===== src/lccs_cfg.svh =====
// Constants for the load cell calibration sequencer
`ifndef LCCS_CFG_SVH
`define LCCS_CFG_SVH

`define LCCS_OFS_CTRL     6'h00
`define LCCS_OFS_CMD      6'h04
`define LCCS_OFS_BALANCE  6'h08
`define LCCS_OFS_CAPACITY 6'h0c
`define LCCS_OFS_STAT5    6'h10
`define LCCS_OFS_STAT6    6'h14
`define LCCS_OFS_ERROR    6'h18
`define LCCS_OFS_WEIGHT   6'h1c
`define LCCS_OFS_ZERO     6'h20

`define LCCS_BIT_LOCK     13
`define LCCS_BIT_ZREQ     0
`define LCCS_BIT_SREQ     1
`define LCCS_BIT_STABLE   10
`define LCCS_BIT_ZBUSY    4
`define LCCS_BIT_SBUSY    5

`define LCCS_RST_LOCK     1'b1
`define LCCS_RST_BALANCE  17'h00000
`define LCCS_RST_CAPACITY 17'h00000

`define LCCS_ERR_NONE     4'h0
`define LCCS_ERR_SPAN_OFF 4'h1
`define LCCS_ERR_ZERO_HI  4'h2
`define LCCS_ERR_ZERO_NEG 4'h3
`define LCCS_ERR_BAL_CAP  4'h4
`define LCCS_ERR_BAL_ZERO 4'h5
`define LCCS_ERR_SPAN_LO  4'h6
`define LCCS_ERR_SPAN_NEG 4'h7
`define LCCS_ERR_SPAN_HI  4'h8

`define LCCS_ZERO_MAX     25'sh0200000
`define LCCS_SPAN_MIN     25'sh0000400
`define LCCS_SPAN_MAX     25'sh0400000

`define LCCS_AVG_SHIFT    3
`define LCCS_AVG_LAST     3'h7
`define LCCS_DIV_LAST     6'h2f

`endif


===== src/lccs_pkg.sv =====
// Types shared by the calibration sequencer modules
package lccs_pkg;

  typedef enum logic [2:0] {
    LCCS_IDLE,
    LCCS_ZERO_AVG,
    LCCS_SPAN_AVG,
    LCCS_CONV
  } lccs_state_t;

  typedef struct packed {
    logic              wait_q;
    logic [31:0]       rdata;
    logic              lock;
    logic              zreq;
    logic              sreq;
    logic              zreq_d;
    logic              sreq_d;
    logic [16:0]       balance;
    logic [16:0]       capacity;
    logic              zbusy;
    logic              sbusy;
    logic [3:0]        err;
    logic              zero_ok;
    logic              span_ok;
    logic signed [23:0] zero_ofs;
    logic [23:0]       span_delta;
    logic [16:0]       bal_cal;
    logic signed [31:0] weight;
    lccs_state_t       st;
    logic              div_start;
    logic              avg_start;
    logic              neg;
  } lccs_top_t;

  typedef struct packed {
    logic              busy;
    logic [2:0]        cnt;
    logic signed [26:0] sum;
    logic              done;
    logic signed [23:0] avg;
  } lccs_avg_t;

  typedef struct packed {
    logic              busy;
    logic [5:0]        cnt;
    logic [24:0]       rem;
    logic [47:0]       quo;
    logic              done;
  } lccs_div_t;

endpackage


===== src/lccs_div_if.sv =====
// Request and answer bundle of the weight divider
`timescale 1ns/1ns
interface lccs_div_if;
  logic        start;
  logic [47:0] dividend;
  logic [23:0] divisor;
  logic        done;
  logic [47:0] quotient;

  modport req (output start, output dividend, output divisor, input done, input quotient);
  modport rsp (input start, input dividend, input divisor, output done, output quotient);
endinterface


===== src/lccs_top.sv =====
// Zero and span calibration sequencer with Avalon-MM register slave
//
// The Avalon-MM slave port and the register addresses were chosen for this implementation.
`timescale 1ns/1ns
`include "lccs_cfg.svh"
module lccs_top
  import lccs_pkg::*;
(
  input  wire logic               CORE_CLK_IN,
  input  wire logic               RST_N_IN,
  input  wire logic [5:0]         AVS_ADDRESS_IN,
  input  wire logic               AVS_READ_IN,
  input  wire logic               AVS_WRITE_IN,
  input  wire logic [31:0]        AVS_WRITEDATA_IN,
  input  wire logic [3:0]         AVS_BYTEENABLE_IN,
  output logic [31:0]             AVS_READDATA_OUT,
  output logic                    AVS_WAITREQUEST_OUT,
  input  wire logic signed [23:0] ADC_DATA_IN,
  input  wire logic               ADC_VALID_IN,
  input  wire logic               STABLE_IN,
  output logic signed [31:0]      WEIGHT_OUT,
  output logic [3:0]              CAL_ERR_OUT,
  output logic                    ZERO_BUSY_OUT,
  output logic                    SPAN_BUSY_OUT
);
  lccs_top_t s;
  lccs_top_t next_s;
  lccs_div_if dv ();

  logic               avg_done;
  logic signed [23:0] avg_val;
  logic signed [24:0] diff;
  logic [24:0]        mag;
  logic signed [24:0] cal_delta;
  logic               wr_take;
  logic [31:0]        wmask;
  logic [47:0]        prod;

  // Merge write data under byte enables
  function automatic logic [31:0] lane_merge(input logic [31:0] old_v,
                                             input logic [31:0] new_v,
                                             input logic [3:0]  be);
    logic [31:0] r;
    r = old_v;
    for (int i = 0; i < 4; i++) begin
      if (be[i]) begin
        r[i*8 +: 8] = new_v[i*8 +: 8];
      end
    end
    return r;
  endfunction

  lccs_avg u_avg (
    .clk       (CORE_CLK_IN),
    .rst_n     (RST_N_IN),
    .start_in  (s.avg_start),
    .valid_in  (ADC_VALID_IN),
    .sample_in (ADC_DATA_IN),
    .done_out  (avg_done),
    .avg_out   (avg_val)
  );

  lccs_div u_div (
    .clk   (CORE_CLK_IN),
    .rst_n (RST_N_IN),
    .dv    (dv.rsp)
  );

  // Started in the pulse's own cycle: a cycle later the converter word is gone
  assign dv.start    = next_s.div_start;
  assign dv.dividend = prod;
  assign dv.divisor  = s.span_delta;

  always_comb begin
    next_s           = s;
    next_s.div_start = 1'b0;
    next_s.avg_start = 1'b0;
    diff      = 25'(ADC_DATA_IN) - 25'(s.zero_ofs);
    mag       = diff[24] ? 25'(-diff) : diff;
    prod      = 48'(mag) * 48'(s.bal_cal);
    cal_delta = 25'(avg_val) - 25'(s.zero_ofs);
    wr_take   = AVS_WRITE_IN && !s.wait_q;
    wmask     = 32'h0;

    // One wait cycle, then the access completes on the next edge
    if ((AVS_READ_IN || AVS_WRITE_IN) && s.wait_q) begin
      next_s.wait_q = 1'b0;
      next_s.rdata  = 32'h0;
      unique case (AVS_ADDRESS_IN)
        `LCCS_OFS_CTRL:     next_s.rdata[`LCCS_BIT_LOCK] = s.lock;
        `LCCS_OFS_CMD: begin
          next_s.rdata[`LCCS_BIT_ZREQ] = s.zreq;
          next_s.rdata[`LCCS_BIT_SREQ] = s.sreq;
        end
        `LCCS_OFS_BALANCE:  next_s.rdata = 32'(s.balance);
        `LCCS_OFS_CAPACITY: next_s.rdata = 32'(s.capacity);
        `LCCS_OFS_STAT5:    next_s.rdata[`LCCS_BIT_STABLE] = STABLE_IN;
        `LCCS_OFS_STAT6: begin
          next_s.rdata[`LCCS_BIT_ZBUSY] = s.zbusy;
          next_s.rdata[`LCCS_BIT_SBUSY] = s.sbusy;
        end
        `LCCS_OFS_ERROR:    next_s.rdata = 32'(s.err);
        `LCCS_OFS_WEIGHT:   next_s.rdata = s.weight;
        `LCCS_OFS_ZERO:     next_s.rdata = 32'(signed'(s.zero_ofs));
        default:            next_s.rdata = 32'h0;
      endcase
    end else begin
      next_s.wait_q = 1'b1;
    end

    if (wr_take) begin
      unique case (AVS_ADDRESS_IN)
        `LCCS_OFS_CTRL: begin
          wmask       = lane_merge(32'(s.lock) << `LCCS_BIT_LOCK, AVS_WRITEDATA_IN,
                                   AVS_BYTEENABLE_IN);
          next_s.lock = wmask[`LCCS_BIT_LOCK];
        end
        `LCCS_OFS_CMD: begin
          wmask       = lane_merge({30'h0, s.sreq, s.zreq}, AVS_WRITEDATA_IN,
                                   AVS_BYTEENABLE_IN);
          next_s.zreq = wmask[`LCCS_BIT_ZREQ];
          next_s.sreq = wmask[`LCCS_BIT_SREQ];
        end
        `LCCS_OFS_BALANCE: begin
          wmask          = lane_merge(32'(s.balance), AVS_WRITEDATA_IN, AVS_BYTEENABLE_IN);
          next_s.balance = wmask[16:0];
        end
        `LCCS_OFS_CAPACITY: begin
          wmask           = lane_merge(32'(s.capacity), AVS_WRITEDATA_IN,
                                       AVS_BYTEENABLE_IN);
          next_s.capacity = wmask[16:0];
        end
        default: begin
          wmask = 32'h0;
        end
      endcase
    end

    unique case (s.st)
      LCCS_IDLE: begin
        // Edges are sampled only here, so a request raised while busy
        // is seen once the sequencer is free again
        next_s.zreq_d = s.zreq;
        next_s.sreq_d = s.sreq;
        if (s.zreq && !s.zreq_d && !s.lock) begin
          next_s.st        = LCCS_ZERO_AVG;
          next_s.zbusy     = 1'b1;
          next_s.avg_start = 1'b1;
          if (s.err != `LCCS_ERR_SPAN_OFF) begin
            next_s.err = `LCCS_ERR_NONE;
          end
        end else if (s.sreq && !s.sreq_d && !s.lock) begin
          if (s.balance == 17'h0) begin
            next_s.err = `LCCS_ERR_BAL_ZERO;
          end else if (s.balance > s.capacity) begin
            next_s.err = `LCCS_ERR_BAL_CAP;
          end else if (!s.zero_ok || s.err == `LCCS_ERR_SPAN_OFF) begin
            // No valid zero reference: span would land far off target
            next_s.err = `LCCS_ERR_SPAN_OFF;
          end else begin
            next_s.st        = LCCS_SPAN_AVG;
            next_s.sbusy     = 1'b1;
            next_s.avg_start = 1'b1;
            next_s.err       = `LCCS_ERR_NONE;
          end
        end else if (ADC_VALID_IN) begin
          if (s.span_ok) begin
            next_s.neg       = diff[24];
            next_s.div_start = 1'b1;
            next_s.st        = LCCS_CONV;
          end else begin
            next_s.weight = 32'(diff);
          end
        end
      end
      LCCS_ZERO_AVG: begin
        if (avg_done) begin
          next_s.st    = LCCS_IDLE;
          next_s.zbusy = 1'b0;
          if (avg_val < 24'sh0) begin
            next_s.err = `LCCS_ERR_ZERO_NEG;
          end else if (25'(avg_val) > `LCCS_ZERO_MAX) begin
            next_s.err = `LCCS_ERR_ZERO_HI;
          end else begin
            next_s.zero_ofs = avg_val;
            next_s.zero_ok  = 1'b1;
            next_s.err      = `LCCS_ERR_NONE;
            next_s.weight   = 32'sh0;
          end
        end
      end
      LCCS_SPAN_AVG: begin
        if (avg_done) begin
          next_s.st    = LCCS_IDLE;
          next_s.sbusy = 1'b0;
          if (cal_delta < 25'sh0) begin
            next_s.err = `LCCS_ERR_SPAN_NEG;
          end else if (cal_delta < `LCCS_SPAN_MIN) begin
            next_s.err = `LCCS_ERR_SPAN_LO;
          end else if (cal_delta > `LCCS_SPAN_MAX) begin
            next_s.err = `LCCS_ERR_SPAN_HI;
          end else begin
            next_s.span_delta = cal_delta[23:0];
            next_s.bal_cal    = s.balance;
            next_s.span_ok    = 1'b1;
            // Scale is delta-to-balance, so the test load reads exactly
            next_s.weight     = 32'(s.balance);
          end
        end
      end
      LCCS_CONV: begin
        if (dv.done) begin
          next_s.st     = LCCS_IDLE;
          next_s.weight = s.neg ? 32'(-signed'(dv.quotient[31:0])) : dv.quotient[31:0];
        end
      end
    endcase
  end

  always_ff @(posedge CORE_CLK_IN or negedge RST_N_IN) begin
    if (!RST_N_IN) begin
      s          <= '0;
      s.wait_q   <= 1'b1;
      s.lock     <= `LCCS_RST_LOCK;
      s.balance  <= `LCCS_RST_BALANCE;
      s.capacity <= `LCCS_RST_CAPACITY;
      s.err      <= `LCCS_ERR_NONE;
      s.st       <= LCCS_IDLE;
    end else begin
      s <= next_s;
    end
  end

  assign AVS_READDATA_OUT    = s.rdata;
  assign AVS_WAITREQUEST_OUT = s.wait_q;
  assign WEIGHT_OUT          = s.weight;
  assign CAL_ERR_OUT         = s.err;
  assign ZERO_BUSY_OUT       = s.zbusy;
  assign SPAN_BUSY_OUT       = s.sbusy;
endmodule


===== src/lccs_avg.sv =====
// Averages a fixed run of converter samples for calibration
`timescale 1ns/1ns
`include "lccs_cfg.svh"
module lccs_avg
  import lccs_pkg::*;
(
  input  wire logic               clk,
  input  wire logic               rst_n,
  input  wire logic               start_in,
  input  wire logic               valid_in,
  input  wire logic signed [23:0] sample_in,
  output logic                    done_out,
  output logic signed [23:0]      avg_out
);
  lccs_avg_t s;
  lccs_avg_t next_s;
  logic signed [26:0] acc;

  always_comb begin
    next_s      = s;
    next_s.done = 1'b0;
    acc         = s.sum + 27'(sample_in);
    if (start_in) begin
      next_s.busy = 1'b1;
      next_s.cnt  = 3'h0;
      next_s.sum  = 27'sh0;
    end else if (s.busy && valid_in) begin
      next_s.sum = acc;
      next_s.cnt = s.cnt + 3'h1;
      if (s.cnt == `LCCS_AVG_LAST) begin
        // Averaging rides out residual noise on the settled reading
        next_s.busy = 1'b0;
        next_s.done = 1'b1;
        next_s.avg  = 24'(acc >>> `LCCS_AVG_SHIFT);
      end
    end
  end

  always_ff @(posedge clk or negedge rst_n) begin
    if (!rst_n) begin
      s <= '0;
    end else begin
      s <= next_s;
    end
  end

  assign done_out = s.done;
  assign avg_out  = s.avg;
endmodule


===== src/lccs_div.sv =====
// Unsigned restoring divider, one quotient bit per clock
`timescale 1ns/1ns
`include "lccs_cfg.svh"
module lccs_div
  import lccs_pkg::*;
(
  input  wire logic clk,
  input  wire logic rst_n,
  lccs_div_if.rsp   dv
);
  lccs_div_t s;
  lccs_div_t next_s;
  logic [24:0] trial;

  always_comb begin
    next_s      = s;
    next_s.done = 1'b0;
    trial       = {s.rem[23:0], s.quo[47]};
    if (dv.start) begin
      next_s.busy = 1'b1;
      next_s.cnt  = 6'h0;
      next_s.rem  = 25'h0;
      next_s.quo  = dv.dividend;
    end else if (s.busy) begin
      if (trial >= {1'b0, dv.divisor}) begin
        next_s.rem = trial - {1'b0, dv.divisor};
        next_s.quo = {s.quo[46:0], 1'b1};
      end else begin
        next_s.rem = trial;
        next_s.quo = {s.quo[46:0], 1'b0};
      end
      next_s.cnt = s.cnt + 6'h1;
      if (s.cnt == `LCCS_DIV_LAST) begin
        next_s.busy = 1'b0;
        next_s.done = 1'b1;
      end
    end
  end

  always_ff @(posedge clk or negedge rst_n) begin
    if (!rst_n) begin
      s <= '0;
    end else begin
      s <= next_s;
    end
  end

  assign dv.done     = s.done;
  assign dv.quotient = s.quo;
endmodule


===== config.mk =====
export PLATFORM = sky130hd
export DESIGN_NAME = lccs_top
export DESIGN_NICKNAME = d
export VERILOG_FILES = /design/src/lccs_pkg.sv /design/src/lccs_div_if.sv /design/src/lccs_top.sv /design/src/lccs_avg.sv /design/src/lccs_div.sv
export VERILOG_INCLUDE_DIRS = /design/src
export SDC_FILE = /design/constraint.sdc
export NUM_CORES = 2
export LEC_CHECK = 0
export ABC_CLOCK_PERIOD_IN_PS = 15100
export BUFFER_PORTS_ARGS = -buffer_cell sky130_fd_sc_hd__buf_2
export CORE_UTILIZATION = 61
export CTS_CLUSTER_DIAMETER = 80
export DETAILED_ROUTE_END_ITERATION = 8
export PLACE_DENSITY = 0.79
export SYNTH_ARGS = -nofsm -noshare
export SYNTH_HDL_FRONTEND = slang
export SYNTH_SLANG_ARGS = --single-unit

===== constraint.sdc =====
create_clock -name CORE_CLK_IN -period 15.1 [get_ports CORE_CLK_IN]
set_clock_uncertainty 0.2 [all_clocks]
set_input_delay 1.51 -clock CORE_CLK_IN [delete_from_list [all_inputs] [get_ports CORE_CLK_IN]]
set_output_delay 1.51 -clock CORE_CLK_IN [all_outputs]
set_load 0.005 [all_outputs]

==> flow_metrics.env <==
export IMPL_die_area_sq_um=57900
export IMPL_setup_tns_ps=0
export IMPL_antenna_found_initial=2
export IMPL_fin_nets=4516
export IMPL_p_leak_nw=18.1
export IMPL_hold_slack_ps=279
export IMPL_hold_depth=2
export IMPL_grt_max_degree=104
export IMPL_grt_pass1_wl_mm=148
export IMPL_rsz0062_at_grt="no"
export IMPL_cp_slowest_cell="xnor2_2"
export IMPL_drive_gt1_share_pct=10.0
export IMPL_max_cap_violations=0
export IMPL_yosys_warnings=0
export IMPL_yosysTopAreaCell="dfrtp_1"
export IMPL_dr_pass1_iters=6
export IMPL_syn_area_sq_um=34800
export IMPL_cp_required_ps=15380
export IMPL_grt_pass1_vias=27389
export IMPL_post_route_min_period_ps=11460
export IMPL_die_x_microns=241
export IMPL_holdPathEnd="AVS_READDATA_OUT[17]"
export IMPL_cp_num_buf_inv=5
export IMPL_cellPowerDensity_nw_per_um2=132
export IMPL_syn2layout_area_growth_pct=5.73
export IMPL_start_util_pct=61.6
export IMPL_drt_initial_drc_count=2405
export IMPL_synth_edf_count=0
export IMPL_ys_seq_area_share_pct=22.8
export IMPL_status="finished clean"
export IMPL_synth_top_cell_area_share_pct=22.7
export IMPL_ctsHoldBuffers=0
export IMPL_critical_path_top_delay_family="adder cells"
export IMPL_reg2reg_to="u_div.dv.quotient[41]"
export IMPL_antenna_left=0
export IMPL_cts_made_buffers=34
export IMPL_synthTopCellsByArea="dfrtp_1 (23%), fa_1 (20%), ha_1 (8.7%), inv_1 (5.4%), nand2_1 (5.2%)"
export IMPL_ys_seq_elements=317
export IMPL_hold_class="reg -> reg"
export IMPL_max_stage_delay_ps=770
export IMPL_ys_flop_type="dfrtp_1"
export IMPL_clockBufferDepth=3
export IMPL_wl_per_cell_microns=19.8
export IMPL_drc=0
export IMPL_wl_mm=91.8
export IMPL_rows=87
export IMPL_end_kind="flop"
export IMPL_ys_types=85
export IMPL_clk_latency_ps=570
export IMPL_slew_headroom_pct=19.5
export IMPL_viasPerCell=6.05
export IMPL_drv_slew=0
export IMPL_synth_avg_cell_area_sq_um=8.98
export IMPL_syn_inst=3872
export IMPL_worstPathMaxFanout=17
export IMPL_synth_nets=4535
export IMPL_core_area_sq_um=56400
export IMPL_gr_usage_all_layers_pct=32.5
export IMPL_cts_tree="built"
export IMPL_rr_worst_depth=33
export IMPL_start_kind="primary input"
export IMPL_io_pins=143
export IMPL_port_buffers=126
export IMPL_cts_root_buffer="clkbuf_16"
export IMPL_crit_arrival_ps=11730
export IMPL_worst_slew_pin_slew_ps=1200
export IMPL_vias=28040
export IMPL_setup_violations=0
export IMPL_clock_sinks=317
export IMPL_reg2reg_from="s[87]"
export IMPL_fmax_mhz=87.3
export IMPL_critPathKind="in -> reg"
export IMPL_gr_total_overflow=0
export IMPL_critPathMostFrequentCell="fa_1"
export IMPL_fillers=4605
export IMPL_mostFrequentLayoutCell="inv_1"
export IMPL_min_period_over_period_pct=75.9
export IMPL_r2r_setup_slack_ps=4170
export IMPL_min_from="AVS_READDATA_OUT[17]"
export IMPL_most_common_layout_cells="inv_1 (503), nand2_1 (480), fa_1 (348)"
export IMPL_clkSlewWorstSetupHoldPaths_ps=60
export IMPL_h_tree_depth=2
export IMPL_cts_resized=0
export IMPL_gp_congestion=0.978
export IMPL_synth_async_reset_ratio_pct=100
export IMPL_post_cts_buffers=0
export IMPL_ir_worst_vdd_uv=130
export IMPL_hold_viol_final=0
export IMPL_die_h_microns=241
export IMPL_dp_hpwl_mm=70.6
sequential cells by signal, summed over array words and instances (netlist names):
register and flops:
WEIGHT_OUT 32, u_avg.avg_out 24, ZERO_BUSY_OUT 1, u_div.s 31
u_div.dv.done 1, u_div.dv.quotient 48, u_avg.done_out 1, AVS_READDATA_OUT 32
s 86, SPAN_BUSY_OUT 1, dv.divisor 24, u_avg.s 31
AVS_WAITREQUEST_OUT 1, CAL_ERR_OUT 4
per-layer routing:
layer	vias to the layer above	wire length [microns]	GRT usage (%)
li1	12766	-	-
met1	13898	38400	44.5
met2	1116	42600	52.3
met3	258	7080	4.45
met4	2	3750	12.8
met5	-	18	0
worst max path at each step:
stage	startpoint	end	cells past startpoint
detailed placement	ADC_DATA_IN[0]	u_div.dv.quotient[41]	35
floorplan	ADC_DATA_IN[0]	u_div.dv.quotient[41]	36
CTS	ADC_DATA_IN[0]	u_div.dv.quotient[41]	35
finish	ADC_DATA_IN[0]	u_div.dv.quotient[41]	35
global placement	ADC_DATA_IN[0]	u_div.dv.quotient[41]	35
global route	ADC_DATA_IN[0]	u_div.dv.quotient[41]	35
power by group:
part | switching, mW | internal, mW
Clock | 0.371 | 0.522
Sequential | 0.293 | 1.09
Combinational | 1.55 | 1.02
Total | 2.22 | 2.63
area by class of cell:
cell class                      count  area (sq um)  area share [%]
Sequential cell                   317          7940            21.6
Clock inverter                     15           175           0.477
Tap cell                          756           946            2.57
Antenna cell                        1          2.50         0.00681
Timing Repair Buffer              179          1040            2.83
Clock buffer                       46          1010            2.74
Multi-Input combinational cell   2818         23800            64.6
Inverter                          503          1890            5.14
through the flow:
step / power (mW) / utilization (%) / worst slack (ps) / area, sq um / std cells
6_report: 4.84 / 65.2 / 3640 / 36800 / 4635
5_1_grt: 5.16 / 65.2 / 3030 / 36800 / 4634
4_1_cts: 4.80 / 65.2 / 3690 / 36800 / 4634
3_5_place_dp: 3.89 / 63.1 / 3200 / 35600 / 4573
3_3_place_gp: 3.84 / 63.1 / 3280 / 35600 / 4573
2_1_floorplan: 3.21 / - / 4840 / 34800 / 3872
logic make-up (layout without fill, tap and decap cells):
family	count (synthesis)	in the layout	share of synthesized area, %
compound gates	735	735	13.2
xor+xnor	155	155	4.03
fa+ha+maj	591	591	28.8
buf+inv	737	743	8.92
flops	317	317	22.8
mux	216	216	6.72
other cells	0	1	0
simple gates	1121	1121	15.5
cells in the mapped netlist, types with 9 or more instances:
| library cell | count |
|---|---|
| dfrtp_1 | 315 |
| buf_2 | 11 |
| mux2i_1 | 76 |
| xnor2_1 | 75 |
| o211ai_1 | 14 |
| nor2_1 | 171 |
| buf_4 | 71 |
| inv_1 | 503 |
| nor4_1 | 16 |
| buf_1 | 9 |
| o21ai_0 | 239 |
| or2_2 | 12 |
| nand2b_1 | 28 |
| a211o_1 | 9 |
| a211oi_1 | 34 |
| and2_1 | 185 |
| a221oi_1 | 11 |
| o31ai_1 | 20 |
| o41ai_1 | 11 |
| mux2_2 | 110 |
| and3_1 | 16 |
| a21o_1 | 54 |
| nor3_1 | 46 |
| ha_1 | 243 |
| a22oi_1 | 20 |
| a222oi_1 | 9 |
| or3_1 | 20 |
| o22ai_1 | 11 |
| xor2_1 | 74 |
| clkbuf_1 | 136 |
| o21a_1 | 17 |
| nand4_1 | 24 |
| fa_1 | 348 |
| nor2b_1 | 41 |
| a21oi_1 | 179 |
| nand3_1 | 36 |
| o21bai_1 | 19 |
| a31oi_1 | 20 |
| and4_1 | 9 |
| mux2_1 | 30 |
| nand2_1 | 481 |
tightest hold or removal path, delay by kind of cell (launching register included):
family           cells  cell delay, ps
flip-flops           1             340
AO/OA/AOI/OAI        1              60
AND/OR/NAND/NOR      1              50
Note: power is estimated with default switching activity, not from simulation.
